### src/rtl/ips_cfg.svh
// ips_cfg.svh: register offsets, field positions, reset values and bus codes
// assumes: included by ips_top and the bench; ips_pkg, ips_sync and ips_chan do not include it
`ifndef IPS_CFG_SVH
`define IPS_CFG_SVH
`define IPS_ADDR_W 4
`define IPS_DATA_W 32
`define IPS_OFF_CTRL 4'h0
`define IPS_OFF_SET 4'h4
`define IPS_OFF_STAT 4'h8
`define IPS_CTRL_MODE_BIT 0
`define IPS_SET_THIRD_LSB 0
`define IPS_SET_FOURTH_LSB 2
`define IPS_SET_FIELD_W 2
`define IPS_STAT_LVL_LSB 0
`define IPS_STAT_SEL_LSB 2
`define IPS_CTRL_RST 1'h0
`define IPS_SET_RST 2'h0
`define IPS_RESP_OKAY 2'h0
`define IPS_RESP_SLVERR 2'h2
`endif

### src/rtl/ips_pkg.sv
// ips_pkg: types and the polarity decode shared by the input channels
// assumes: nothing from ips_cfg.svh; the enum values are written out in this package
package ips_pkg;

    typedef enum logic [1:0] {
        IPS_BEH_CLOSED = 2'h0,
        IPS_BEH_OPEN = 2'h1,
        IPS_BEH_ON = 2'h2,
        IPS_BEH_OFF = 2'h3
    } ips_beh_e;

    typedef enum logic {
        IPS_MODE_PROG = 1'h0,
        IPS_MODE_JOG = 1'h1
    } ips_mode_e;

    typedef logic [1:0] ips_resp_t;

    // level is high while the contact is closed
    function automatic logic ips_active(input ips_beh_e beh, input logic level);
        logic act;
        act = 1'h0;
        unique case (beh)
            IPS_BEH_CLOSED: act = level;
            IPS_BEH_OPEN: act = ~level;
            IPS_BEH_ON: act = 1'h1;
            IPS_BEH_OFF: act = 1'h0;
        endcase
        return act;
    endfunction : ips_active

endpackage : ips_pkg

### src/rtl/ips_sync.sv
// ips_sync: three-stage synchroniser for one contact input
// assumes: pin is asynchronous to aclk; level moves only once stages two and three agree
`timescale 1ns/1ps
module ips_sync (
    input wire logic aclk,
    input wire logic aresetn,
    input wire logic pin,
    output logic level
);
    logic meta_q;
    logic s2_q;
    logic s3_q;
    logic level_q;

    always_ff @(posedge aclk) begin
        if (!aresetn) begin
            meta_q <= 1'h0;
            s2_q <= 1'h0;
            s3_q <= 1'h0;
            level_q <= 1'h0;
        end else begin
            meta_q <= pin;
            s2_q <= meta_q;
            s3_q <= s2_q;
            if (s2_q == s3_q) begin
                level_q <= s3_q;
            end
        end
    end

    assign level = level_q;

endmodule : ips_sync

### src/rtl/ips_chan.sv
// ips_chan: applies one behaviour setting and routes the result by mode
// assumes: level is already synchronised to aclk
`timescale 1ns/1ps
module ips_chan
    import ips_pkg::*;
(
    input wire logic aclk,
    input wire logic aresetn,
    input wire logic level,
    input wire ips_beh_e beh,
    input wire ips_mode_e mode,
    output logic prog_bit,
    output logic jog_bit
);
    logic act;
    logic prog_q;
    logic jog_q;

    assign act = ips_active(beh, level);

    always_ff @(posedge aclk) begin
        if (!aresetn) begin
            prog_q <= 1'h0;
            jog_q <= 1'h0;
        end else begin
            prog_q <= act & (mode == IPS_MODE_PROG);
            jog_q <= act & (mode == IPS_MODE_JOG);
        end
    end

    assign prog_bit = prog_q;
    assign jog_bit = jog_q;

endmodule : ips_chan

### src/rtl/ips_top.sv
// ips_top: AXI4-Lite slave holding mode and behaviour settings, two input channels
// assumes: one aclk, synchronous active-low aresetn, contacts asynchronous to aclk
`timescale 1ns/1ps
`include "ips_cfg.svh"
module ips_top
    import ips_pkg::*;
(
    input wire logic aclk,
    input wire logic aresetn,
    input wire logic [`IPS_ADDR_W-1:0] s_axi_awaddr,
    input wire logic [2:0] s_axi_awprot,
    input wire logic s_axi_awvalid,
    output logic s_axi_awready,
    input wire logic [`IPS_DATA_W-1:0] s_axi_wdata,
    input wire logic [3:0] s_axi_wstrb,
    input wire logic s_axi_wvalid,
    output logic s_axi_wready,
    output logic [1:0] s_axi_bresp,
    output logic s_axi_bvalid,
    input wire logic s_axi_bready,
    input wire logic [`IPS_ADDR_W-1:0] s_axi_araddr,
    input wire logic [2:0] s_axi_arprot,
    input wire logic s_axi_arvalid,
    output logic s_axi_arready,
    output logic [`IPS_DATA_W-1:0] s_axi_rdata,
    output logic [1:0] s_axi_rresp,
    output logic s_axi_rvalid,
    input wire logic s_axi_rready,
    input wire logic third_input_pin,
    input wire logic fourth_input_pin,
    output logic program_table_bit_c,
    output logic program_table_bit_d,
    output logic jog_speed_table_bit_b,
    output logic jog_speed_table_bit_c
);
    // write channel state
    logic awready_q;
    logic awready_d;
    logic wready_q;
    logic wready_d;
    logic aw_hold_q;
    logic aw_hold_d;
    logic w_hold_q;
    logic w_hold_d;
    logic [`IPS_ADDR_W-1:0] awaddr_q;
    logic [`IPS_ADDR_W-1:0] awaddr_d;
    logic [`IPS_DATA_W-1:0] wdata_q;
    logic [`IPS_DATA_W-1:0] wdata_d;
    logic [3:0] wstrb_q;
    logic [3:0] wstrb_d;
    logic bvalid_q;
    logic bvalid_d;
    ips_resp_t bresp_q;
    ips_resp_t bresp_d;

    // read channel state
    logic arready_q;
    logic arready_d;
    logic rvalid_q;
    logic rvalid_d;
    logic [`IPS_DATA_W-1:0] rdata_q;
    logic [`IPS_DATA_W-1:0] rdata_d;
    ips_resp_t rresp_q;
    ips_resp_t rresp_d;

    // settings
    ips_mode_e mode_q;
    ips_mode_e mode_d;
    ips_beh_e third_q;
    ips_beh_e third_d;
    ips_beh_e fourth_q;
    ips_beh_e fourth_d;

    logic [1:0] lvl;

    wire logic aw_take;
    wire logic w_take;
    wire logic aw_have;
    wire logic w_have;
    wire logic do_write;
    wire logic [`IPS_ADDR_W-1:0] wr_addr;
    wire logic [`IPS_DATA_W-1:0] wr_data;
    wire logic [3:0] wr_strb;
    wire logic wr_ctrl;
    wire logic wr_set;
    wire logic ar_take;
    wire logic rd_ctrl;
    wire logic rd_set;
    wire logic rd_stat;
    wire logic [`IPS_DATA_W-1:0] ctrl_word;
    wire logic [`IPS_DATA_W-1:0] set_word;
    wire logic [`IPS_DATA_W-1:0] stat_word;
    wire logic [`IPS_DATA_W-1:0] rd_word;
    wire logic [3:0] sel_bits;

    // write path: address and data are taken in either order, then one response
    assign aw_take = s_axi_awvalid & awready_q;
    assign w_take = s_axi_wvalid & wready_q;
    assign aw_have = aw_hold_q | aw_take;
    assign w_have = w_hold_q | w_take;
    assign do_write = aw_have & w_have & ~bvalid_q;
    assign aw_hold_d = aw_have & ~do_write;
    assign w_hold_d = w_have & ~do_write;
    assign bvalid_d = do_write | (bvalid_q & ~s_axi_bready);
    // no new address or data is taken while a response is still owed
    assign awready_d = ~aw_hold_d & ~bvalid_d;
    assign wready_d = ~w_hold_d & ~bvalid_d;
    assign awaddr_d = aw_take ? s_axi_awaddr : awaddr_q;
    assign wdata_d = w_take ? s_axi_wdata : wdata_q;
    assign wstrb_d = w_take ? s_axi_wstrb : wstrb_q;
    assign wr_addr = aw_take ? s_axi_awaddr : awaddr_q;
    assign wr_data = w_take ? s_axi_wdata : wdata_q;
    assign wr_strb = w_take ? s_axi_wstrb : wstrb_q;

    // every field lives in byte lane 0; the status word is read-only
    assign wr_ctrl = do_write & (wr_addr == `IPS_OFF_CTRL);
    assign wr_set = do_write & (wr_addr == `IPS_OFF_SET);
    assign bresp_d = do_write ? ((wr_ctrl | wr_set) ? `IPS_RESP_OKAY : `IPS_RESP_SLVERR)
                              : bresp_q;
    assign mode_d = (wr_ctrl & wr_strb[0]) ? ips_mode_e'(wr_data[`IPS_CTRL_MODE_BIT])
                                           : mode_q;
    assign third_d = (wr_set & wr_strb[0])
        ? ips_beh_e'(wr_data[`IPS_SET_THIRD_LSB +: `IPS_SET_FIELD_W]) : third_q;
    assign fourth_d = (wr_set & wr_strb[0])
        ? ips_beh_e'(wr_data[`IPS_SET_FOURTH_LSB +: `IPS_SET_FIELD_W]) : fourth_q;

    // read path: one read at a time, data captured when the address is taken
    assign ar_take = s_axi_arvalid & arready_q;
    assign rvalid_d = ar_take | (rvalid_q & ~s_axi_rready);
    assign arready_d = ~rvalid_d;
    assign rd_ctrl = (s_axi_araddr == `IPS_OFF_CTRL);
    assign rd_set = (s_axi_araddr == `IPS_OFF_SET);
    assign rd_stat = (s_axi_araddr == `IPS_OFF_STAT);
    assign sel_bits = {jog_speed_table_bit_c, jog_speed_table_bit_b,
                       program_table_bit_d, program_table_bit_c};
    assign ctrl_word = `IPS_DATA_W'(mode_q) << `IPS_CTRL_MODE_BIT;
    assign set_word = (`IPS_DATA_W'(third_q) << `IPS_SET_THIRD_LSB)
                    | (`IPS_DATA_W'(fourth_q) << `IPS_SET_FOURTH_LSB);
    assign stat_word = (`IPS_DATA_W'(lvl) << `IPS_STAT_LVL_LSB)
                     | (`IPS_DATA_W'(sel_bits) << `IPS_STAT_SEL_LSB);
    assign rd_word = rd_ctrl ? ctrl_word : rd_set ? set_word
                   : rd_stat ? stat_word : '0;
    assign rdata_d = ar_take ? rd_word : rdata_q;
    assign rresp_d = ar_take ? ((rd_ctrl | rd_set | rd_stat) ? `IPS_RESP_OKAY
                                                             : `IPS_RESP_SLVERR)
                             : rresp_q;

    always_ff @(posedge aclk) begin
        if (!aresetn) begin
            awready_q <= 1'h0;
            wready_q <= 1'h0;
            aw_hold_q <= 1'h0;
            w_hold_q <= 1'h0;
            awaddr_q <= '0;
            wdata_q <= '0;
            wstrb_q <= 4'h0;
            bvalid_q <= 1'h0;
            bresp_q <= `IPS_RESP_OKAY;
        end else begin
            awready_q <= awready_d;
            wready_q <= wready_d;
            aw_hold_q <= aw_hold_d;
            w_hold_q <= w_hold_d;
            awaddr_q <= awaddr_d;
            wdata_q <= wdata_d;
            wstrb_q <= wstrb_d;
            bvalid_q <= bvalid_d;
            bresp_q <= bresp_d;
        end
    end

    always_ff @(posedge aclk) begin
        if (!aresetn) begin
            arready_q <= 1'h0;
            rvalid_q <= 1'h0;
            rdata_q <= '0;
            rresp_q <= `IPS_RESP_OKAY;
        end else begin
            arready_q <= arready_d;
            rvalid_q <= rvalid_d;
            rdata_q <= rdata_d;
            rresp_q <= rresp_d;
        end
    end

    // settings take effect at once; a restart is not needed here
    always_ff @(posedge aclk) begin
        if (!aresetn) begin
            mode_q <= ips_mode_e'(`IPS_CTRL_RST);
            third_q <= ips_beh_e'(`IPS_SET_RST);
            fourth_q <= ips_beh_e'(`IPS_SET_RST);
        end else begin
            mode_q <= mode_d;
            third_q <= third_d;
            fourth_q <= fourth_d;
        end
    end

    assign s_axi_awready = awready_q;
    assign s_axi_wready = wready_q;
    assign s_axi_bvalid = bvalid_q;
    assign s_axi_bresp = bresp_q;
    assign s_axi_arready = arready_q;
    assign s_axi_rvalid = rvalid_q;
    assign s_axi_rdata = rdata_q;
    assign s_axi_rresp = rresp_q;

    ips_sync u_sync_third (
        .aclk(aclk),
        .aresetn(aresetn),
        .pin(third_input_pin),
        .level(lvl[0])
    );

    ips_sync u_sync_fourth (
        .aclk(aclk),
        .aresetn(aresetn),
        .pin(fourth_input_pin),
        .level(lvl[1])
    );

    ips_chan u_chan_third (
        .aclk(aclk),
        .aresetn(aresetn),
        .level(lvl[0]),
        .beh(third_q),
        .mode(mode_q),
        .prog_bit(program_table_bit_c),
        .jog_bit(jog_speed_table_bit_b)
    );

    ips_chan u_chan_fourth (
        .aclk(aclk),
        .aresetn(aresetn),
        .level(lvl[1]),
        .beh(fourth_q),
        .mode(mode_q),
        .prog_bit(program_table_bit_d),
        .jog_bit(jog_speed_table_bit_c)
    );
endmodule : ips_top

### config.mk
export PLATFORM = sky130hd
export DESIGN_NAME = ips_top
export DESIGN_NICKNAME = d
export VERILOG_FILES = /design/src/rtl/ips_pkg.sv /design/src/rtl/ips_sync.sv /design/src/rtl/ips_chan.sv /design/src/rtl/ips_top.sv
export VERILOG_INCLUDE_DIRS = /design/src /design/src/rtl
export SDC_FILE = /design/constraint.sdc
export NUM_CORES = 1
export LEC_CHECK = 0
export BUFFER_PORTS_ARGS = -buffer_cell sky130_fd_sc_hd__clkbuf_2
export CORE_ASPECT_RATIO = 1.25
export CORE_MARGIN = 2
export CORE_UTILIZATION = 40
export CTS_BUF_LIST = sky130_fd_sc_hd__clkbuf_2
export CTS_CLUSTER_DIAMETER = 50
export DETAILED_ROUTE_END_ITERATION = 12
export GPL_TIMING_DRIVEN = 0
export PLACE_DENSITY = 0.79
export SYNTH_ARGS = -nofsm -noshare
export SYNTH_HDL_FRONTEND = slang
export SYNTH_SLANG_ARGS = --single-unit
### constraint.sdc
create_clock -name aclk -period 1.9 [get_ports aclk]
set_clock_uncertainty 0.1 [all_clocks]
set_input_delay 0.19 -clock aclk [delete_from_list [all_inputs] [get_ports aclk]]
set_output_delay 0.19 -clock aclk [all_outputs]
set_load 0.05 [all_outputs]
### Word-level counts from Yosys, hierarchy flattened

Index checks and enable logic that the tools add are counted.

| cells by class | value |
|---|---|
| add/sub/neg operators | 0 |
| multipliers | 0 |
| div/mod/pow operators | 0 |
| magnitude comparators | 0 |
| eq/ne operators | 11 |
| shifts and indexed selects | 0 |
| muxes and demuxes | 10 |
| bitwise gates (word level) | 39 |
| reduce and logical (&&, ||, !) cells | 4 |

Operators with widths:

| cell | count |
|---|---|
| $and A1 B1 Y1 | 19 |
| $mux W6 | 3 |
| $not A1 Y1 | 11 |
| $eq A2 B2 Y1 const B | 4 |
| $eq A4 B3 Y1 const B | 2 |
| $logic_not A4 Y1 | 2 |
| $mux W4 | 2 |
| $pmux W1 S4 | 2 |
| $or A1 B1 Y1 | 7 |
| $or A2 B6 Y6 | 1 |
| $eq A2 B1 Y1 const B | 2 |
| $eq A4 B4 Y1 const B | 1 |
| $logic_not A2 Y1 | 2 |
| $mux W2 | 2 |
| $or A2 B4 Y4 | 1 |
| $eq A1 B1 Y1 | 2 |
| $mux W1 | 1 |

| word-level totals | value |
|---|---|
| bits in registers | 69 |
| latch bits | 0 |
| memory bits (writable) | 0 |
| bits in read-only memories | 0 |
| input port bits | 59 |
| output and inout port bits | 45 |
| memories | 0 |

### Depth between registers and ports, before layout

Gate-level depths: netlist of run 1.

| depth | value |
|---|---|
| word-level depth | 8 |
| depth in mapped cells | 5 |
| depth with buffers taken out | 4 |

### By module

A second synthesis of run 1 with hierarchy kept.

| second synthesis, totals | value |
|---|---|
| cell total of the unflattened synthesis | 190 |
| area, all modules | 1820.5 µm² |

By module, submodules not included:

| module | instances | cells an instance | area each (µm²) | sequential area each (µm²) |
|---|---|---|---|---|
| ips_top | 1 | 156 | 1435.1 | 580.6 |
| ips_sync | 2 | 10 | 116.4 | 80.1 |
| ips_chan | 2 | 7 | 76.3 | 40.0 |

### Worst setup path after synthesis of run 1

Ideal clock, no wire load.

| timing | value |
|---|---|
| path kind | register to register |
| start | register awready_q, in the netlist s_axi_awready |
| end | register fourth_q[0] |
| setup time | 0.121 ns |
| data arrival time | 1.887 ns |
| required time | 1.679 ns |
| path slack | -0.207 ns |
| cell stages (with the launch flop) | 5 |
| path buffers | 0 |
| period minus slack after synthesis | 2.107 ns |
| cell sequence | dfxtp_1 > nand2_1 > mux2i_1 > nor4_4 > mux2_2 |

| on the way | value |
|---|---|
| longest elaborated chain between the ends | 6 |

Ends and longest elaborated chain:

| item | line | text |
|---|---|---|
| from (decl) | ips_top.sv:37 | `logic awready_q;` |
| from (signal assigned) | ips_top.sv:160 | `awready_q <= awready_d;` |
| $and A1 B1 Y1 * | ips_top.sv:97 | `assign aw_take = s_axi_awvalid & awready_q;` |
| $or A1 B1 Y1 | ips_top.sv:99 | `assign aw_have = aw_hold_q \| aw_take;` |
| $and A1 B1 Y1 (2 in series) | ips_top.sv:101 | `assign do_write = aw_have & w_have & ~bvalid_q;` |
| $and A1 B1 Y1 * | ips_top.sv:117 | `` assign wr_set = do_write & (wr_addr == `IPS_OFF_SET); `` |
| $and A1 B1 Y1 * | ips_top.sv:124 | `assign fourth_d = (wr_set & wr_strb[0])` |
| to (signal assigned) | ips_top.sv:191 | `` fourth_q <= ips_beh_e'(`IPS_SET_RST); `` |
| to (signal assigned) | ips_top.sv:195 | `fourth_q <= fourth_d;` |
| to (decl) | ips_top.sv:71 | `ips_beh_e fourth_q;` |

Mark *: on every way between the ends. The rest lies on a longest branch, timed or not.
A chain may end at the register's enable or synchronous reset.

### Worst setup path after layout of run 1

| timing | value |
|---|---|
| start | input s_axi_awaddr[0] |
| end | register fourth_q[1] |

| on the way | value |
|---|---|
| longest elaborated chain between the ends | 4 |

Ends and longest elaborated chain:

| item | line | text |
|---|---|---|
| from (decl) | ips_top.sv:10 | `` input wire logic [`IPS_ADDR_W-1:0] s_axi_awaddr, `` |
| $mux W4 | ips_top.sv:111 | `assign wr_addr = aw_take ? s_axi_awaddr : awaddr_q;` |
| $eq A4 B3 Y1 (no source line) | - |  |
| $and A1 B1 Y1 | ips_top.sv:117 |  |
| $and A1 B1 Y1 | ips_top.sv:124 |  |

No other way between the ends.

==> results of run 1 <==
-- worst paths after layout --
path                       startpoint  slack, ns                        to  depth (start not counted)
max                   s_axi_awaddr[0]       0.16  fourth_q[1]$_SDFFE_PN0P_                          6
min reg2reg      aw_hold_q$_SDFF_PN0_       0.35  s_axi_awready$_SDFF_PN0_                          1
min                     s_axi_awvalid       0.04    awaddr_q[1]$_SDFF_PN0_                          3
max reg2reg  s_axi_awready$_SDFF_PN0_       0.18  fourth_q[1]$_SDFFE_PN0P_                          4
-- timing repair --
action	in CTS	in global routing
setup buffers	0	1
endpoints found under the hold margin	12	0
hold buffers	13	0
setup endpoints to repair	0	1
gates resized for setup	0	1
-- metrics by stage --
step	worst slack [ns]	total power, mW
detailed placement	0.134	1.28
global placement	0.160	1.28
CTS	0.0956	1.65
finish	0.164	1.64
global route	0.0657	1.72
floorplan	0.0328	1.22
-- sequential cells by signal, summed over array words and instances, names as in the netlist, 2 cells and up --
name         count
s_axi_rdata      6
awaddr_q         4
wdata_q          4
fourth_q         2
third_q          2
-- synthesized netlist by cell type (3+ instances only) --
master and count:
and2_1 12, nor2_1 7, o21ai_0 5, clkbuf_1 4
nor2b_1 3, mux2i_1 5, dfxtp_1 41, nor3b_1 3
a21boi_0 11, mux2_2 4, buf_4 28, a22oi_1 4
nand2b_1 4, nor3_1 5, nand2_1 20, nand3_1 7
-- cell families after synthesis --
family	count (synthesis)
other	1
AOI/OAI and AO/OA	27
and+or+nand+nor	74
xor gates and xnor gates	2
buffers and inverters	33
DFF	41
muxes	9
-- per-layer routing --
| layer | vias to the layer above | part of all wire, % | GRT usage, % |
|---|---|---|---|
| met5 | - | 0 | 0 |
| met2 | 52 | 50 | 25.4 |
| met1 | 654 | 40 | 14.1 |
| li1 | 749 | - | - |
| met4 | 0 | 2.8 | 9.13 |
| met3 | 9 | 7.0 | 4.25 |
-- worst min-delay path: stages --
cell and delay (ns):
clkbuf_2 0.13, nand3_1 0.10, a21boi_0 0.07
-- placed cells by master, fill, tap and decap left out, types with 3 or more instances in the layout --
cell / instances
conb_1: 28
nor3b_1: 3
mux2_2: 4
nand2b_1: 4
a21boi_0: 11
nor2_1: 7
o21ai_0: 5
clkbuf_2: 43
a22oi_1: 4
nand3_1: 7
clkbuf_1: 4
nor3_1: 5
mux2i_1: 5
dlygate4sd3_1: 13
dfxtp_1: 40
and2_1: 12
nor2b_1: 3
nand2_1: 19
buf_4: 29
-- layout make-up --
type | count | share of cell area [%]
Clock inverter | 2 | 0.483
Clock buffer | 5 | 1.07
Sequential cell | 41 | 35.3
Buffer | 32 | 9.67
Timing Repair Buffer | 52 | 14.1
Tap cell | 58 | 3.11
Inverter | 1 | 0.161
Multi-Input combinational cell | 140 | 36.1
-- report_power, final --
group | internal [mW] | switching (mW) | leakage (nW) | total (mW)
registers | 0.892 | 0.0209 | 0.334 | 0.913
clock network | 0.0793 | 0.273 | 0.0225 | 0.353
logic | 0.124 | 0.247 | 0.713 | 0.371
==> flow_summary.json, run 1 <==
{
  "status": "complete, no violations",
  "n_antenna_cell": 0,
  "hold_viol_final": 0,
  "crit_arrival_ns": 1.93,
  "crit_buf_inv": 2,
  "finalSetupViolations": 0,
  "coreArea_um2": 4360,
  "cts_sinks": 41,
  "fp.dieW_um": 63.8,
  "clkSlewWorstSetupHoldPaths_ns": 0.18,
  "cts_buffer_depth": 2,
  "n_fill_cell": 400,
  "cellPowerDensity_nw_per_um2": 702,
  "cts_tree": "done",
  "synth_compound_area_share_pct": 10.4,
  "overflow": 0,
  "rsz0062_at_grt": "false",
  "routed_via_density": 4.42,
  "leakagePower_nw": 1.07,
  "path_max_fanout": 4,
  "ios": 104,
  "async_flop_share_pct": 0,
  "synth_xor_area_share_pct": 0.980,
  "antenna_found_initial": 0,
  "post_dp_cell_area_um2": 2150,
  "synth-simple-area-share_pct": 24.4,
  "numCtsBuffers": 5,
  "maxSlewViolCount": 0,
  "yosys_warnings": 0,
  "grt.total_usage_pct": 14.2,
  "cpPeakStageDelay_ns": 0.55,
  "regArea_um2": 822,
  "fin_util_pct": 53.5,
  "drtIter0Drc": 13,
  "drc": 0,
  "grt_max_degree": 13,
  "worstSkewPairLatency_ns": 0.38,
  "routedWlPerCell_um": 10.1,
  "fmax_mhz": 576,
  "max_slew_margin_pct": 61.8,
  "routed_wl_mm": 3.34,
  "drive_gt1_share_pct": 31.9,
  "cp-end-kind": "register",
  "whs_ns": 0.0441,
  "gp_congestion": 0.774,
  "instances_no_fill": 331,
  "fin_tns_setup_ns": 0,
  "worst_slew_pin_slew_ns": 0.568,
  "drt.antenna.violating_nets": 0,
  "maxCapViolCount": 0,
  "crit_path_cell_trace": "dlygate4sd3_1 > clkbuf_2 > nor3_1 > mux2i_1 > nor4_4 > mux2_2",
  "cp_slowest_cell": "dlygate4sd3_1",
  "synth_mux_area_share_pct": 5.32,
  "seq_area_frac_synth_pct": 45.9,
  "synth_fa_ha_area_share_pct": 0,
  "grt_pass1_wl_mm": 5.62,
  "hpwl_mm": 2.57,
  "yosysTopAreaCellShare_pct": 45.9,
  "period_share_pct": 91.4,
  "synth_top_family_by_area": "simple AND/OR/NAND/NOR gates",
  "synth_edf_count": 0,
  "die_y_um": 78.8,
  "multiInputGateArea_um2": 842,
  "start_util_pct": 41.0,
  "area_growth_syn_to_layout_pct": 30.3,
  "yosysTopAreaCell": "dfxtp_1",
  "grt_pass1_vias": 1349,
  "synth-seq-cells": 41,
  "start_kind": "input pin",
  "root_buffer": "clkbuf_2",
  "dr.pass1.iters": 4,
  "netlist_instances": 187,
  "critical-path-top-delay-family": "buffers and inverters",
  "port_buffers": 38,
  "ir_worst_vdd_uv": 314,
  "final_cell_area_um2": 2330,
  "finalCriticalPeriod_ns": 1.74,
  "nets": 332,
  "ys.flop_type": "dfxtp_1",
  "num_vias": 1464,
  "synth.avg_cell_area_um2": 9.56,
  "dp_cells": 310,
  "h-tree-depth": 2,
  "hold_path_class": "input pin to register",
  "die_area_um2": 5020,
  "num_rows": 27,
  "critical_path_required_ns": 2.09,
  "ys_top_cells_by_area": "dfxtp_1, buf_4, a21boi_0",
  "critPathKind": "input pin to register",
  "syn-cell-area_um2": 1790,
  "yosysUniqueCellTypes": 34
}
Note: power is estimated with default switching activity, not from simulation.
==> run 2: changes to the inputs <==
- PLACE_DENSITY: 0.79 -> 0.82
- clock period: 1.9 -> 1.5 ns (I/O delays scaled with it)
==> flow_summary.json, run 2 (synthesis results as in run 1) <==
{
  "status": "finished with violations",
  "violations": "setup timing",
  "final_cell_mix": "clkbuf_2, dfxtp_1, buf_4",
  "power.total_mw": 2.15,
  "grt.total_usage_pct": 15.3,
  "fp.dieW_um": 63.8,
  "crit_path_cell_trace": "and3_4 > a31oi_4 > nor4_4 > buf_4 > mux2_2",
  "finalCriticalPeriod_ns": 1.67,
  "die_area_um2": 5020,
  "worstSkewPairLatency_ns": 0.40,
  "fin_tns_setup_ns": -0.571,
  "leakagePower_nw": 1.14,
  "cp-end-kind": "register",
  "clkSlewWorstSetupHoldPaths_ns": 0.19,
  "path_max_fanout": 6,
  "gp_congestion": 0.780,
  "port_buffers": 38,
  "largest_register_ffs": 6,
  "ios": 104,
  "hold_depth": 3,
  "r2r_cells": 5,
  "drc": 0,
  "crit_arrival_ns": 1.87,
  "num_rows": 27,
  "n_fill_cell": 396,
  "die_y_um": 78.8,
  "nets": 342,
  "r2r-start": "s_axi_wready$_SDFF_PN0_",
  "hold_viol_final": 0,
  "cts_buffer_depth": 2,
  "hold_path_class": "input pin to register",
  "n_antenna_cell": 0,
  "routed_via_density": 4.48,
  "maxCapViolCount": 0,
  "min_from": "s_axi_awaddr[2]",
  "grt_pass1_wl_mm": 6.01,
  "cp_slowest_cell": "dfxtp_4",
  "hpwl_mm": 2.67,
  "root_buffer": "clkbuf_2",
  "routed_wl_mm": 3.92,
  "maxSlewViolCount": 0,
  "cts_tree": "done",
  "dr.pass1.iters": 4,
  "grt_pass1_vias": 1426,
  "h-tree-depth": 2,
  "final_common_cell": "clkbuf_2",
  "overflow": 0,
  "numCtsBuffers": 5,
  "grt_max_degree": 13,
  "drtIter0Drc": 48,
  "max_slew_margin_pct": 62.5,
  "multiInputGateArea_um2": 925,
  "cpPeakStageDelay_ns": 0.43,
  "start_util_pct": 41.0,
  "rrSetupSlack_ns": -0.17,
  "coreArea_um2": 4360,
  "num_vias": 1526,
  "routedWlPerCell_um": 11.5,
  "start_kind": "register",
  "fin_ws_ns": -0.170,
  "cts_sinks": 41,
  "period_share_pct": 111,
  "cellPowerDensity_nw_per_um2": 857,
  "regArea_um2": 830,
  "finalSetupViolations": 5,
  "ir_worst_vdd_uv": 445,
  "hold_end": "awaddr_q[2]$_SDFF_PN0_",
  "rsz0062_at_grt": "true",
  "fmax_mhz": 599,
  "antenna_found_initial": 0,
  "drt.antenna.violating_nets": 0,
  "critPathKind": "register to register",
  "fin_util_pct": 57.6,
  "drive_gt1_share_pct": 36.7,
  "r2r-end": "fourth_q[1]$_SDFFE_PN0P_",
  "critical_path_required_ns": 1.70,
  "area_growth_syn_to_layout_pct": 40.3,
  "worst_slew_pin_slew_ns": 0.558
}
-- run 2: changes by cell type in the layout (fill, tap and decap cells not counted), sizes merged --
cell          before  now
buf               29   38
clkbuf            47   46
dlygate4sd3       13   14
dlymetal6s4s       0    1
-- run 2: layout make-up --
cell class | count | share of cell area [%]
buffer | 32 | 8.98
clock buffer | 5 | 0.998
clock inverter | 2 | 0.449
inverter | 1 | 0.150
multi-input combinational | 140 | 36.9
sequential | 41 | 33.1
tap | 58 | 2.89
timing repair buffer | 62 | 16.6
-- run 2: what timing repair did --
action                                 CTS  global route
endpoints found under the hold margin   15             1
buffers inserted                         4             5
resized for setup                        6            19
setup endpoints to repair                5             8
gates cloned                             0             0
pin swaps                                1             2
hold buffers                            16             1
-- run 2: how the worst max path moves through the flow --
stage	from	end	cells after the start	slack, ns
after floorplan	s_axi_awready$_SDFF_PN0_	fourth_q[0]$_SDFFE_PN0P_	4	-0.21
after global placement	s_axi_awready$_SDFF_PN0_	fourth_q[1]$_SDFFE_PN0P_	4	-0.18
after detailed placement	s_axi_awready$_SDFF_PN0_	third_q[1]$_SDFFE_PN0P_	4	-0.21
after CTS	s_axi_awready$_SDFF_PN0_	fourth_q[1]$_SDFFE_PN0P_	5	-0.18
after global routing	s_axi_wready$_SDFF_PN0_	third_q[1]$_SDFFE_PN0P_	5	-0.20
final	s_axi_wready$_SDFF_PN0_	fourth_q[1]$_SDFFE_PN0P_	5	-0.17
-- run 2: layer usage --
layer  part of all wire (%)  GRT usage, %  vias up
met5                      0             0        -
met4                    4.1          10.0        0
met3                    7.4          5.52       13
met2                     51          26.3       62
met1                     38          15.5      683
li1                       -             -      768
-- run 2: where the power goes --
part	leakage (nW)	internal (mW)	switching (mW)
clock	0.0225	0.100	0.338
combinational	0.778	0.204	0.341
sequential	0.335	1.13	0.0351
-- run 2: worst max-delay path: cells and delay by family (launching register included) --
family / cells / cell delay [ns]
AO/OA/AOI/OAI: 1 / 0.05
buffers and inverters: 1 / 0.18
flip-flops: 1 / 0.43
multiplexers: 1 / 0.33
AND/OR/NAND/NOR: 2 / 0.50
-- run 2: through the flow --
step / hold slack [ns] / setup slack (ns) / instances / area (um2)
finish: 0.0265 / -0.170 / 341 / 2510
detailed placement: 0.262 / -0.212 / 310 / 2160
global placement: 0.254 / -0.183 / 310 / 2160
global route: 0.000400 / -0.202 / 341 / 2510
floorplan: 0.177 / -0.212 / 214 / 1900
CTS: 0.00773 / -0.181 / 337 / 2420
